--- src/bpio_params.svh ---
// What this block does
// - Eight pins per port, each configured alone
// - Register bit x steers pin x
// - Reset clears registers: pull-up inputs, no interrupts
// - Input pins: data read returns pin level
// - Input, option 0: data selects pull-up or none
// - Input, option 1, data 0: pull-up with interrupt
// - Input, option 1, data 1: analog input, except port 0 pins 0-3
// - Output pins: latch drives pin, read returns latch
// - Output, option 0: open-drain, low or floating
// - Output, option 1: push-pull from data bit
// - Interrupt only if configured and globally enabled
// - Falling, rising, low-level triggers per port group
// - Sleep keeps ports; enabled pin interrupt wakes
// - Global enable low: NMI cannot wake
// - No sleep entry while enabled request pending
// - Data registers at consecutive addresses, read/write
// - First vector: falling edge or low level
// - Shared vector: falling or rising edge
`ifndef BPIO_PARAMS_SVH
`define BPIO_PARAMS_SVH

`define BPIO_NPORTS 3
`define BPIO_WIDTH 8
`define BPIO_ADDR_DATA 8'hC0
`define BPIO_ADDR_DIR 8'hC4
`define BPIO_ADDR_IRQ_OPT 8'hC8
`define BPIO_ADDR_OPT 8'hCC
`define BPIO_IRQ_LEVEL_BIT 6
`define BPIO_IRQ_POL_BIT 5
`define BPIO_IRQ_ENABLE_BIT 4
`define BPIO_RESET_BYTE 8'h00
`define BPIO_ANALOG_MASK 24'hFFFFF0

`endif

--- src/bpio_pkg.sv ---
package bpio_pkg;

	typedef enum logic [2:0] {
		BPIO_RUN = 3'h1,
		BPIO_WAIT = 3'h2,
		BPIO_STOP = 3'h4
	} bpio_pwr_type;

endpackage : bpio_pkg

--- src/bpio_sync.sv ---
`timescale 1ns/1ps
`include "bpio_params.svh"

module bpio_sync #(
	parameter int WIDTH = `BPIO_WIDTH
) (
	// Clock and reset
	input wire logic ref_clk,
	input wire logic srst,
	// Raw pins and clean levels
	input wire logic [WIDTH-1:0] async_in,
	output logic [WIDTH-1:0] level
);

	logic [WIDTH-1:0] stage1;
	logic [WIDTH-1:0] stage2;
	logic [WIDTH-1:0] stage3;

	// Idle pins sit pulled up, so reset to ones
	always_ff @(posedge ref_clk) begin
		if (srst) begin
			stage1 <= '1;
			stage2 <= '1;
			stage3 <= '1;
		end else begin
			stage1 <= async_in;
			stage2 <= stage1;
			stage3 <= stage2;
		end
	end

	// A level is taken only once two stages agree
	always_ff @(posedge ref_clk) begin
		if (srst) begin
			level <= '1;
		end else begin
			level <= (~(stage2 ^ stage3) & stage3) | ((stage2 ^ stage3) & level);
		end
	end

endmodule : bpio_sync

--- src/bpio_port.sv ---
`timescale 1ns/1ps
`include "bpio_params.svh"

module bpio_port #(
	parameter int WIDTH = `BPIO_WIDTH,
	parameter logic [`BPIO_NPORTS*`BPIO_WIDTH-1:0] ANALOG_MASK = `BPIO_ANALOG_MASK
) (
	// Clock and reset
	input wire logic ref_clk,
	input wire logic srst,
	// Register port
	input wire logic [7:0] reg_addr,
	input wire logic [7:0] reg_wdata,
	input wire logic reg_wr,
	input wire logic reg_rd,
	output logic [7:0] reg_rdata,
	// Pins, port 0 in the low byte
	input wire logic [`BPIO_NPORTS*`BPIO_WIDTH-1:0] pin_in,
	output logic [`BPIO_NPORTS*`BPIO_WIDTH-1:0] pin_out,
	output logic [`BPIO_NPORTS*`BPIO_WIDTH-1:0] pin_oe,
	output logic [`BPIO_NPORTS*`BPIO_WIDTH-1:0] pin_pullup_en,
	output logic [`BPIO_NPORTS*`BPIO_WIDTH-1:0] pin_analog_en,
	// Interrupt requests to the core
	input wire logic irq_ack1,
	input wire logic irq_ack2,
	input wire logic nmi_req,
	output logic irq_vec1,
	output logic irq_vec2,
	// Power modes
	input wire logic wait_req,
	input wire logic stop_req,
	output logic wait_active,
	output logic stop_active,
	output logic wake_pulse,
	output logic sleep_refused
);

	localparam int NP = `BPIO_NPORTS;
	localparam int PW = NP * WIDTH;

	////////////////////////////////////////////////////////////////////////////////
	// Registers

	logic [PW-1:0] pin_data_latch;
	logic [PW-1:0] pin_direction;
	logic [PW-1:0] port_option;
	logic vector1_level_edge_select;
	logic vector2_edge_polarity;
	logic global_irq_enable;

	logic [PW-1:0] pin_level;
	logic [PW-1:0] pin_level_d;
	logic pend1;
	logic pend2;
	bpio_pkg::bpio_pwr_type pwr_state;
	bpio_pkg::bpio_pwr_type next_pwr_state;

	logic [7:0] next_rdata;
	logic [PW-1:0] data_view;
	logic [PW-1:0] eligible;
	logic [PW-1:0] fall;
	logic [PW-1:0] rise;
	logic [PW-1:0] sel_edge;
	logic ev1;
	logic ev2;
	logic low1;
	logic req1;
	logic req2;
	logic irq_pending;
	logic wake_cond;
	logic refuse;

	// Per-port data, direction and option bytes
	always_ff @(posedge ref_clk) begin
		if (srst) begin
			pin_data_latch <= '0;
			pin_direction <= '0;
			port_option <= '0;
		end else begin
			for (int p = 0; p < NP; p++) begin
				if (reg_wr && reg_addr == `BPIO_ADDR_DATA + 8'(p)) begin
					pin_data_latch[p*WIDTH +: WIDTH] <= reg_wdata[WIDTH-1:0];
				end
				if (reg_wr && reg_addr == `BPIO_ADDR_DIR + 8'(p)) begin
					pin_direction[p*WIDTH +: WIDTH] <= reg_wdata[WIDTH-1:0];
				end
				if (reg_wr && reg_addr == `BPIO_ADDR_OPT + 8'(p)) begin
					port_option[p*WIDTH +: WIDTH] <= reg_wdata[WIDTH-1:0];
				end
			end
		end
	end

	// Interrupt option register, write only
	always_ff @(posedge ref_clk) begin
		if (srst) begin
			vector1_level_edge_select <= 1'b0;
			vector2_edge_polarity <= 1'b0;
			global_irq_enable <= 1'b0;
		end else if (reg_wr && reg_addr == `BPIO_ADDR_IRQ_OPT) begin
			vector1_level_edge_select <= reg_wdata[`BPIO_IRQ_LEVEL_BIT];
			vector2_edge_polarity <= reg_wdata[`BPIO_IRQ_POL_BIT];
			global_irq_enable <= reg_wdata[`BPIO_IRQ_ENABLE_BIT];
		end
	end

	////////////////////////////////////////////////////////////////////////////////
	// Read path

	// Input bits show the pin, output bits show the latch
	assign data_view = (pin_direction & pin_data_latch) | (~pin_direction & pin_level);

	always_comb begin
		next_rdata = `BPIO_RESET_BYTE;
		if (reg_rd) begin
			for (int p = 0; p < NP; p++) begin
				if (reg_addr == `BPIO_ADDR_DATA + 8'(p)) begin
					next_rdata = data_view[p*WIDTH +: WIDTH];
				end
				if (reg_addr == `BPIO_ADDR_DIR + 8'(p)) begin
					next_rdata = pin_direction[p*WIDTH +: WIDTH];
				end
				if (reg_addr == `BPIO_ADDR_OPT + 8'(p)) begin
					next_rdata = port_option[p*WIDTH +: WIDTH];
				end
			end
		end
	end

	// Data stand only in the cycle after the strobe
	always_ff @(posedge ref_clk) begin
		if (srst) begin
			reg_rdata <= `BPIO_RESET_BYTE;
		end else begin
			reg_rdata <= next_rdata;
		end
	end

	////////////////////////////////////////////////////////////////////////////////
	// Pin synchronisers and pad controls

	genvar gp;
	generate
		for (gp = 0; gp < NP; gp++) begin : g_port
			bpio_sync #(
				.WIDTH(WIDTH)
			) u_sync (
				.ref_clk(ref_clk),
				.srst(srst),
				.async_in(pin_in[gp*WIDTH +: WIDTH]),
				.level(pin_level[gp*WIDTH +: WIDTH])
			);
		end
	endgenerate

	// Every pin decodes its own three bits, no cross-pin terms
	always_ff @(posedge ref_clk) begin
		if (srst) begin
			pin_oe <= '0;
			pin_out <= '0;
			pin_pullup_en <= '1;
			pin_analog_en <= '0;
		end else begin
			pin_oe <= pin_direction & (port_option | ~pin_data_latch);
			pin_out <= pin_direction & port_option & pin_data_latch;
			pin_pullup_en <= ~pin_direction & ~pin_data_latch;
			pin_analog_en <= ~pin_direction & port_option & pin_data_latch & ANALOG_MASK;
		end
	end

	////////////////////////////////////////////////////////////////////////////////
	// External interrupts

	always_ff @(posedge ref_clk) begin
		if (srst) begin
			pin_level_d <= '1;
		end else begin
			pin_level_d <= pin_level;
		end
	end

	assign eligible = ~pin_direction & port_option & ~pin_data_latch;
	assign fall = pin_level_d & ~pin_level;
	assign rise = ~pin_level_d & pin_level;
	assign sel_edge = vector2_edge_polarity ? rise : fall;
	assign ev1 = global_irq_enable && |(fall[WIDTH-1:0] & eligible[WIDTH-1:0]);
	assign ev2 = global_irq_enable && |(sel_edge[PW-1:WIDTH] & eligible[PW-1:WIDTH]);
	assign low1 = |(~pin_level[WIDTH-1:0] & eligible[WIDTH-1:0]);

	// A new edge in the ack cycle keeps the latch set
	always_ff @(posedge ref_clk) begin
		if (srst) begin
			pend1 <= 1'b0;
		end else if (ev1) begin
			pend1 <= 1'b1;
		end else if (irq_ack1 || !global_irq_enable) begin
			pend1 <= 1'b0;
		end
	end

	always_ff @(posedge ref_clk) begin
		if (srst) begin
			pend2 <= 1'b0;
		end else if (ev2) begin
			pend2 <= 1'b1;
		end else if (irq_ack2 || !global_irq_enable) begin
			pend2 <= 1'b0;
		end
	end

	// Low level mode is not latched: it follows the pins
	assign req1 = global_irq_enable && (vector1_level_edge_select ? low1 : pend1);
	assign req2 = global_irq_enable && pend2;
	assign irq_pending = req1 || req2;

	always_ff @(posedge ref_clk) begin
		if (srst) begin
			irq_vec1 <= 1'b0;
			irq_vec2 <= 1'b0;
		end else begin
			irq_vec1 <= req1;
			irq_vec2 <= req2;
		end
	end

	////////////////////////////////////////////////////////////////////////////////
	// Power modes; they never touch the port registers

	// Clock keeps running in stop here; the real clock gating sits outside
	assign wake_cond = irq_pending || (nmi_req && global_irq_enable);
	assign refuse = (wait_req || stop_req) && irq_pending;

	always_comb begin
		next_pwr_state = pwr_state;
		unique case (pwr_state)
			bpio_pkg::BPIO_RUN: begin
				if (!refuse && stop_req) begin
					next_pwr_state = bpio_pkg::BPIO_STOP;
				end else if (!refuse && wait_req) begin
					next_pwr_state = bpio_pkg::BPIO_WAIT;
				end
			end
			bpio_pkg::BPIO_WAIT, bpio_pkg::BPIO_STOP: begin
				if (wake_cond) begin
					next_pwr_state = bpio_pkg::BPIO_RUN;
				end
			end
			default: begin
				next_pwr_state = bpio_pkg::BPIO_RUN;
			end
		endcase
	end

	always_ff @(posedge ref_clk) begin
		if (srst) begin
			pwr_state <= bpio_pkg::BPIO_RUN;
			wait_active <= 1'b0;
			stop_active <= 1'b0;
			wake_pulse <= 1'b0;
			sleep_refused <= 1'b0;
		end else begin
			pwr_state <= next_pwr_state;
			wait_active <= next_pwr_state == bpio_pkg::BPIO_WAIT;
			stop_active <= next_pwr_state == bpio_pkg::BPIO_STOP;
			wake_pulse <= pwr_state != bpio_pkg::BPIO_RUN && next_pwr_state == bpio_pkg::BPIO_RUN;
			sleep_refused <= pwr_state == bpio_pkg::BPIO_RUN && refuse;
		end
	end
endmodule : bpio_port

--- config.mk ---
export PLATFORM = sky130hd
export DESIGN_NAME = bpio_port
export DESIGN_NICKNAME = d
export VERILOG_FILES = /design/src/bpio_pkg.sv /design/src/bpio_sync.sv /design/src/bpio_port.sv
export VERILOG_INCLUDE_DIRS = /design/src
export SDC_FILE = /design/constraint.sdc
export NUM_CORES = 1
export LEC_CHECK = 0
export BUFFER_PORTS_ARGS = -buffer_cell sky130_fd_sc_hd__buf_2
export CAP_MARGIN = 20
export CORE_MARGIN = 10
export CORE_UTILIZATION = 30
export CTS_CLUSTER_SIZE = 30
export DETAILED_ROUTE_END_ITERATION = 12
export GPL_ROUTABILITY_DRIVEN = 0
export PLACE_DENSITY = 0.51
export SYNTH_ARGS = -nofsm -noshare
export SYNTH_HDL_FRONTEND = slang
export SYNTH_SLANG_ARGS = --single-unit
--- constraint.sdc ---
create_clock -name ref_clk -period 3.8 [get_ports ref_clk]
set_input_delay 1.14 -clock ref_clk [delete_from_list [all_inputs] [get_ports ref_clk]]
set_output_delay 1.14 -clock ref_clk [all_outputs]
set_load 0.01 [all_outputs]
==> results of run 1 <==
[metrics by stage]
| stage | hold slack [ns] | setup WS [ns] | instance area, sq um | power [mW] | cells |
|---|---|---|---|---|---|
| 2_1_floorplan | 0.389 | 1.39 | 11100 | 3.49 | 1183 |
| 3_5_place_dp | 0.394 | 0.704 | 12300 | 3.57 | 1745 |
| 4_1_cts | 0.400 | 1.23 | 13500 | 7.02 | 1807 |
| 5_1_grt | 0.416 | 1.09 | 13500 | 7.17 | 1808 |
| 3_3_place_gp | 0.394 | 0.700 | 12300 | 3.56 | 1745 |
| 6_report | 0.399 | 1.22 | 13500 | 6.92 | 1809 |
[worst max-delay path: stages]
cell and delay [ns]:
buf_2 0.57, and2_1 0.24, buf_4 0.22, a21oi_1 0.09, a221oi_1 0.44, o21ai_1 0.17
a21oi_1 0.15
[cell usage after synthesis (8+ instances only)]
| cell type | n | area, sq um |
|---|---|---|
| nor2_1 | 84 | 315 |
| dfxtp_1 | 306 | 6130 |
| o21ai_0 | 28 | 140 |
| or3b_1 | 8 | 70.1 |
| mux2i_1 | 31 | 310 |
| a21oi_1 | 111 | 556 |
| or2_2 | 103 | 644 |
| clkbuf_1 | 49 | 184 |
| a21o_1 | 8 | 60.1 |
| nor3b_1 | 17 | 128 |
| o21bai_1 | 41 | 308 |
| nor2b_1 | 17 | 106 |
| nand2b_1 | 34 | 213 |
| nor4b_1 | 9 | 78.8 |
| buf_2 | 14 | 70.1 |
| nor3_1 | 27 | 135 |
| a31oi_1 | 8 | 50.1 |
| nand3_1 | 29 | 145 |
| nand2_1 | 115 | 432 |
| buf_4 | 8 | 60.1 |
| o22ai_1 | 15 | 93.8 |
| inv_1 | 25 | 93.8 |
[final cells by class]
| class | count | share of cell area |
|---|---|---|
| Sequential cell | 306 | 0.454 |
| Multi-Input combinational cell | 775 | 0.338 |
| Clock buffer | 47 | 0.0767 |
| Timing Repair Buffer | 171 | 0.0680 |
| Tap cell | 468 | 0.0434 |
| Clock inverter | 15 | 0.0118 |
| Inverter | 25 | 0.00696 |
| Antenna cell | 2 | 0.000371 |
[metal layers]
layer,up-vias,global-route usage,wire (um)
met5,-,0,0
met4,0,0.0507,925
met3,63,0.0334,2020
met2,227,0.208,14000
met1,4033,0.187,15100
li1,4311,-,-
[where the power goes]
part	switching [mW]	leakage [nW]	total, mW	internal [mW]
clock	1.31	0.592	3.43	2.11
combinational	0.138	2.42	0.226	0.0878
sequential	0.0189	2.48	3.27	3.25
[cells by family (layout without fill, tap and decap cells)]
family,after synthesis,in the layout
multiplexers,32,32
AND/OR/NAND/NOR,484,484
other,1,6
AO/OA/AOI/OAI,254,254
flip-flops,306,306
buffers and inverters,102,258
XOR/XNOR,1,1
[worst paths after layout]
kind / from / end / cells past startpoint
worst max-delay path: reg_addr[2] / reg_rdata[5]$_SDFF_PP0_ / 7
worst min-delay path: g_port[1].u_sync.stage1[2]$_SDFF_PP1_ / g_port[1].u_sync.stage2[2]$_SDFF_PP1_ / 1
worst max register to register: vector2_edge_polarity$_SDFFE_PP0P_ / pend2$_SDFFE_PP0P_ / 6
worst min register to register: g_port[1].u_sync.stage1[2]$_SDFF_PP1_ / g_port[1].u_sync.stage2[2]$_SDFF_PP1_ / 1
==> flow_metrics.tcl, run 1 <==
set metrics [dict create \
    synth-xor-area-share 0.000788 \
    initial_core_util 0.304 \
    crit_type "in2reg" \
    cts_resized 0 \
    powerDensity_mw_per_mm2 513 \
    fin_nets 1364 \
    status "finished clean" \
    layout_common_cells "dfxtp_1 (306), buf_2 (153), nand2_1 (115)" \
    grt-ovfl-total 0 \
    async_flop_share 0 \
    cts_setup_buffers 0 \
    clk_latency_ns 0.51 \
    synth-edff-count 0 \
    antenna_found_initial 3 \
    cts.sinks 306 \
    yosysSeqAreaShare 0.551 \
    die_area_sq_mm 0.0452 \
    hold_viol 0 \
    muxShareOfSynthArea 0.0289 \
    h-tree-depth 2 \
    core-area_sq_mm 0.0366 \
    synth.distinct_cells 66 \
    post-route-drc-count 0 \
    drv_slew 0 \
    cp-start-kind "primary input" \
    peakVddDrop_v 0.000234 \
    fin_crit_ns 2.58 \
    cts_tree "done" \
    drt_iter0_markers 540 \
    drt_pass1_iterations 5 \
    cap_violations 0 \
    reg2reg_slack_ns 1.86 \
    io_pins 159 \
    fillers 3712 \
    grt_pass1_vias 8112 \
    synth_fa_ha_area_frac 0 \
    seq_area_sq_mm 0.00613 \
    ant_nets 0 \
    synth-simple-area-share 0.237 \
    area_growth_pct 21.3 \
    fin_util 0.368 \
    grt_first_pass_wirelength_um 48700 \
    rsz0062_at_grt "no" \
    post-route-period-util 0.678 \
    die_h_um 213 \
    postCtsHoldBufs 0 \
    grt_max_degree 78 \
    vias 8634 \
    setup_violations 0 \
    cp.required_ns 4.25 \
    worst_slew_pin_slew_ns 0.732 \
    power_leakage_nw 5.49 \
    hold_class "reg2reg" \
    cp-end-kind "flip-flop" \
    avgViaCountPerCell 4.77 \
    avgSynthCellArea_sq_um 9.42 \
    netlist_area_sq_mm 0.0111 \
    cts-root-buf "clkbuf_16" \
    syn-instance-count 1180 \
    clk_path_buf_depth 3 \
    cp_max_fo 48 \
    dieWidth_um 213 \
    drive_gt1_frac 0.261 \
    cts.reportedPaths.clkPinSlew_ns 0.06 \
    arrival_ns 3.03 \
    synth_flop_cell "dfxtp_1" \
    timing.fmax_mhz 388 \
    layout_commonest_cell "dfxtp_1" \
    drt-total-wl_um 32000 \
    fp-row-count 70 \
    worst_slew_margin_rel 0.512 \
    setup_tns_ns 0 \
    synth.ff_latch_count 306 \
    grt_util_all_layers 0.138 \
    dp_hpwl_um 23500 \
    yosys_warnings 0 \
    detail_route.wl_per_cell_um 17.7 \
    synth-compound-area-share 0.142 \
    synth_top_family_by_area "simple AND/OR/NAND/NOR gates" \
    multi_input_area_sq_mm 0.00456 \
    place.port_buffers 154 \
    numCtsBuffers 36 \
    finalClockSkew_ns 0.0136 \
]
Power figures use the tool's default switching activity.
==> run 2: changes to the inputs <==
Settings changed: ABC_AREA set to 1.
Clock period 3.8 ns to 2.7 ns, I/O delays scaled along.
==> run 2 against run 1 <==
Effect of this change: sequential cell count unchanged; sequential share of layout area up 1.4 points; core utilization up 0.15 points; cell area down 2.9%; hold slack better by 0.0060 ns; clock skew up 0.0014 ns; non-clock buffer count up 1; register-to-register slack worse by 0.90 ns; critical endpoint is now pin_direction[20]$_SDFFE_PP0P_; highest routed layer is now met5.
==> flow_metrics.tcl, run 2 <==
set metrics [dict create \
    status "finished clean" \
    peakVddDrop_v 0.000351 \
    synth_flop_cell "dfxtp_1" \
    rsz0062_at_grt "no" \
    worst_slew_pin_slew_ns 0.556 \
    worst_slew_margin_rel 0.627 \
    yosysTopAreaCell "dfxtp_1" \
    die_h_um 209 \
    cpPeakStageDelay_ns 0.42 \
    core-area_sq_mm 0.0354 \
    fin_util 0.370 \
    cap_violations 0 \
    clk_latency_ns 0.51 \
    layout_commonest_cell "dfxtp_1" \
    synthTopCellsByArea "dfxtp_1 (57%), o21ai_0 (8.0%), nand2_1 (5.5%), a21oi_1 (5.3%), or2_2 (4.2%)" \
    drt_pass1_iterations 5 \
    cts_tree "done" \
    post-route-drc-count 0 \
    wl_met1_um 15200 \
    vias 8901 \
    whs_path_depth 1 \
    numCtsBuffers 34 \
    power_leakage_nw 5.26 \
    ff2ff_path_depth 11 \
    cts.sinks 306 \
    hold_path_startpoint "g_port[2].u_sync.stage1[7]$_SDFF_PP1_" \
    met3_length_um 2510 \
    synth_common_cells "dfxtp_1 (306), o21ai_0 (170), nand2_1 (156)" \
    cp-end-kind "flip-flop" \
    cts.reportedPaths.clkPinSlew_ns 0.06 \
    place.port_buffers 154 \
    cts-root-buf "clkbuf_16" \
    hold_class "reg2reg" \
    muxShareOfSynthArea 0 \
    drive_gt1_frac 0.219 \
    fin_crit_ns 2.09 \
    cp-start-kind "primary input" \
    yosys_warnings 0 \
    worst-path-buf-inv 1 \
    synth-edff-count 0 \
    timing.fmax_mhz 478 \
    wl_met2_um 14600 \
    initial_core_util 0.302 \
    reg2reg_slack_ns 0.96 \
    grt_util_all_layers 0.145 \
    async_flop_share 0 \
    cts_setup_buffers 0 \
    dieWidth_um 209 \
    drt_iter0_markers 777 \
    synth_top_area_share 0.573 \
    synth.distinct_cells 35 \
    final_area_sq_mm 0.0131 \
    drv_slew 0 \
    synth-compound-area-share 0.157 \
    highest_layer "met5" \
    hold_path_end "g_port[2].u_sync.stage2[7]$_SDFF_PP1_" \
    ant_nets 0 \
    synth_top_family_by_area "simple AND/OR/NAND/NOR gates" \
    grt-ovfl-total 0 \
    h-tree-depth 2 \
    slowest_stage "nor3_2" \
    fin_nets 1463 \
    hold_viol 0 \
    layout_common_cells "dfxtp_1 (306), o21ai_0 (170), nand2_1 (156)" \
    cp.required_ns 3.08 \
    cpLargestDelayFamily "simple AND/OR/NAND/NOR gates" \
    synth-xor-area-share 0 \
    crit_type "in2reg" \
    grt_max_degree 81 \
    postCtsHoldBufs 0 \
    synth-simple-area-share 0.203 \
    fin_ws_ns 0.607 \
    detail_route.wl_per_cell_um 17.4 \
    timing.rr.end "wait_active$_SDFF_PP0_" \
    arrival_ns 2.47 \
    area_growth_pct 22.5 \
    post-route-period-util 0.775 \
    reg2reg_from "pin_direction[6]$_SDFFE_PP0P_" \
    grt_pass1_vias 8394 \
    clk_path_buf_depth 3 \
    setup_tns_ns 0 \
    antenna_found_initial 4 \
    io_pins 159 \
    yosysMostFrequentCell "dfxtp_1" \
    cp_max_fo 16 \
    synth.ff_latch_count 306 \
    avgViaCountPerCell 4.68 \
    finalClockSkew_ns 0.0150 \
    dp_hpwl_um 24700 \
    avgSynthCellArea_sq_um 8.50 \
    setup_violations 0 \
    drt-total-wl_um 33100 \
    fp-row-count 69 \
    powerDensity_mw_per_mm2 726 \
    die_area_sq_mm 0.0436 \
    pre_cts_slack_ns 0.0831 \
    syn-instance-count 1257 \
    netlist_area_sq_mm 0.0107 \
    yosysSeqAreaShare 0.573 \
    dpl_cell_area_sq_mm 0.0120 \
    worstPathCellList "buf_2, nor2_1, nand3_2, nor3_2, nand2_2, o21ai_0, a21oi_1" \
    cts_resized 0 \
    synth_fa_ha_area_frac 0 \
    grt_first_pass_wirelength_um 50500 \
]
run 2: cell types whose count changed after synthesis, moves of 19 or more:
cell      delta
or2_2       -32
o21ai_0    +142
inv_1       +93
nand2_1     +41
a211oi_1    +19
mux2i_1     -31
o21bai_1    -41
nand2b_1    -34
nor3_1      +23
run 2: cell families after synthesis:
family,Yosys count
and+or+nand+nor,456
other,1
AOI/OAI and AO/OA,319
buffers and inverters,175
DFF,306
run 2: per-layer routing:
| metal | GRT usage | up-vias |
|---|---|---|
| met5 | 0 | - |
| met3 | 0.0371 | 60 |
| met4 | 0.0481 | 4 |
| met2 | 0.223 | 280 |
| met1 | 0.194 | 4055 |
| li1 | - | 4502 |
run 2: worst register-to-register path, cell delays in order, from the launching register on:
cell and delay, ns:
dfxtp_1 0.45, inv_1 0.13, nand3_1 0.13, nand2_1 0.10
nor2_1 0.09, nand3_1 0.07, nand2_1 0.20, nand3_1 0.14
inv_1 0.08, nand3_1 0.10, nand2_1 0.10, nor2_1 0.06
run 2: how the worst max path moves through the flow:
stage,startpoint,end,slack (ns),cells after the start
after floorplan,reg_addr[5],pin_direction[13]$_SDFFE_PP0P_,0.75,7
after global placement,reg_addr[5],pin_direction[23]$_SDFFE_PP0P_,0.03,7
after detailed placement,reg_addr[5],pin_direction[16]$_SDFFE_PP0P_,0.08,7
after CTS,reg_addr[5],pin_direction[16]$_SDFFE_PP0P_,0.60,7
after global routing,reg_addr[5],pin_direction[22]$_SDFFE_PP0P_,0.43,7
final,reg_addr[5],pin_direction[20]$_SDFFE_PP0P_,0.61,7
run 2: area by class of cell:
cell class / count / area (sq um)
diodes: 3 / 7.51
clock buffers: 45 / 973
clock inverters: 13 / 123
fillers: 3664 / 22300
inverters: 121 / 455
multi-input cells: 779 / 3870
flip-flops and latches: 306 / 6130
well taps: 461 / 577
repair buffers: 172 / 958
run 2: stage by stage:
step | total power [mW] | hold WS, ns | instances
2_1_floorplan | 4.94 | 0.389 | 1260
3_3_place_gp | 5.08 | 0.396 | 1839
3_5_place_dp | 5.08 | 0.392 | 1839
4_1_cts | 9.62 | 0.406 | 1897
5_1_grt | 9.85 | 0.423 | 1900
6_report | 9.51 | 0.405 | 1900
run 2: report_power, final:
group	total, mW	switching (mW)	internal (mW)
sequential	4.62	0.0331	4.59
clock	4.53	1.81	2.72
combinational	0.356	0.230	0.126
total	9.51	2.07	7.44
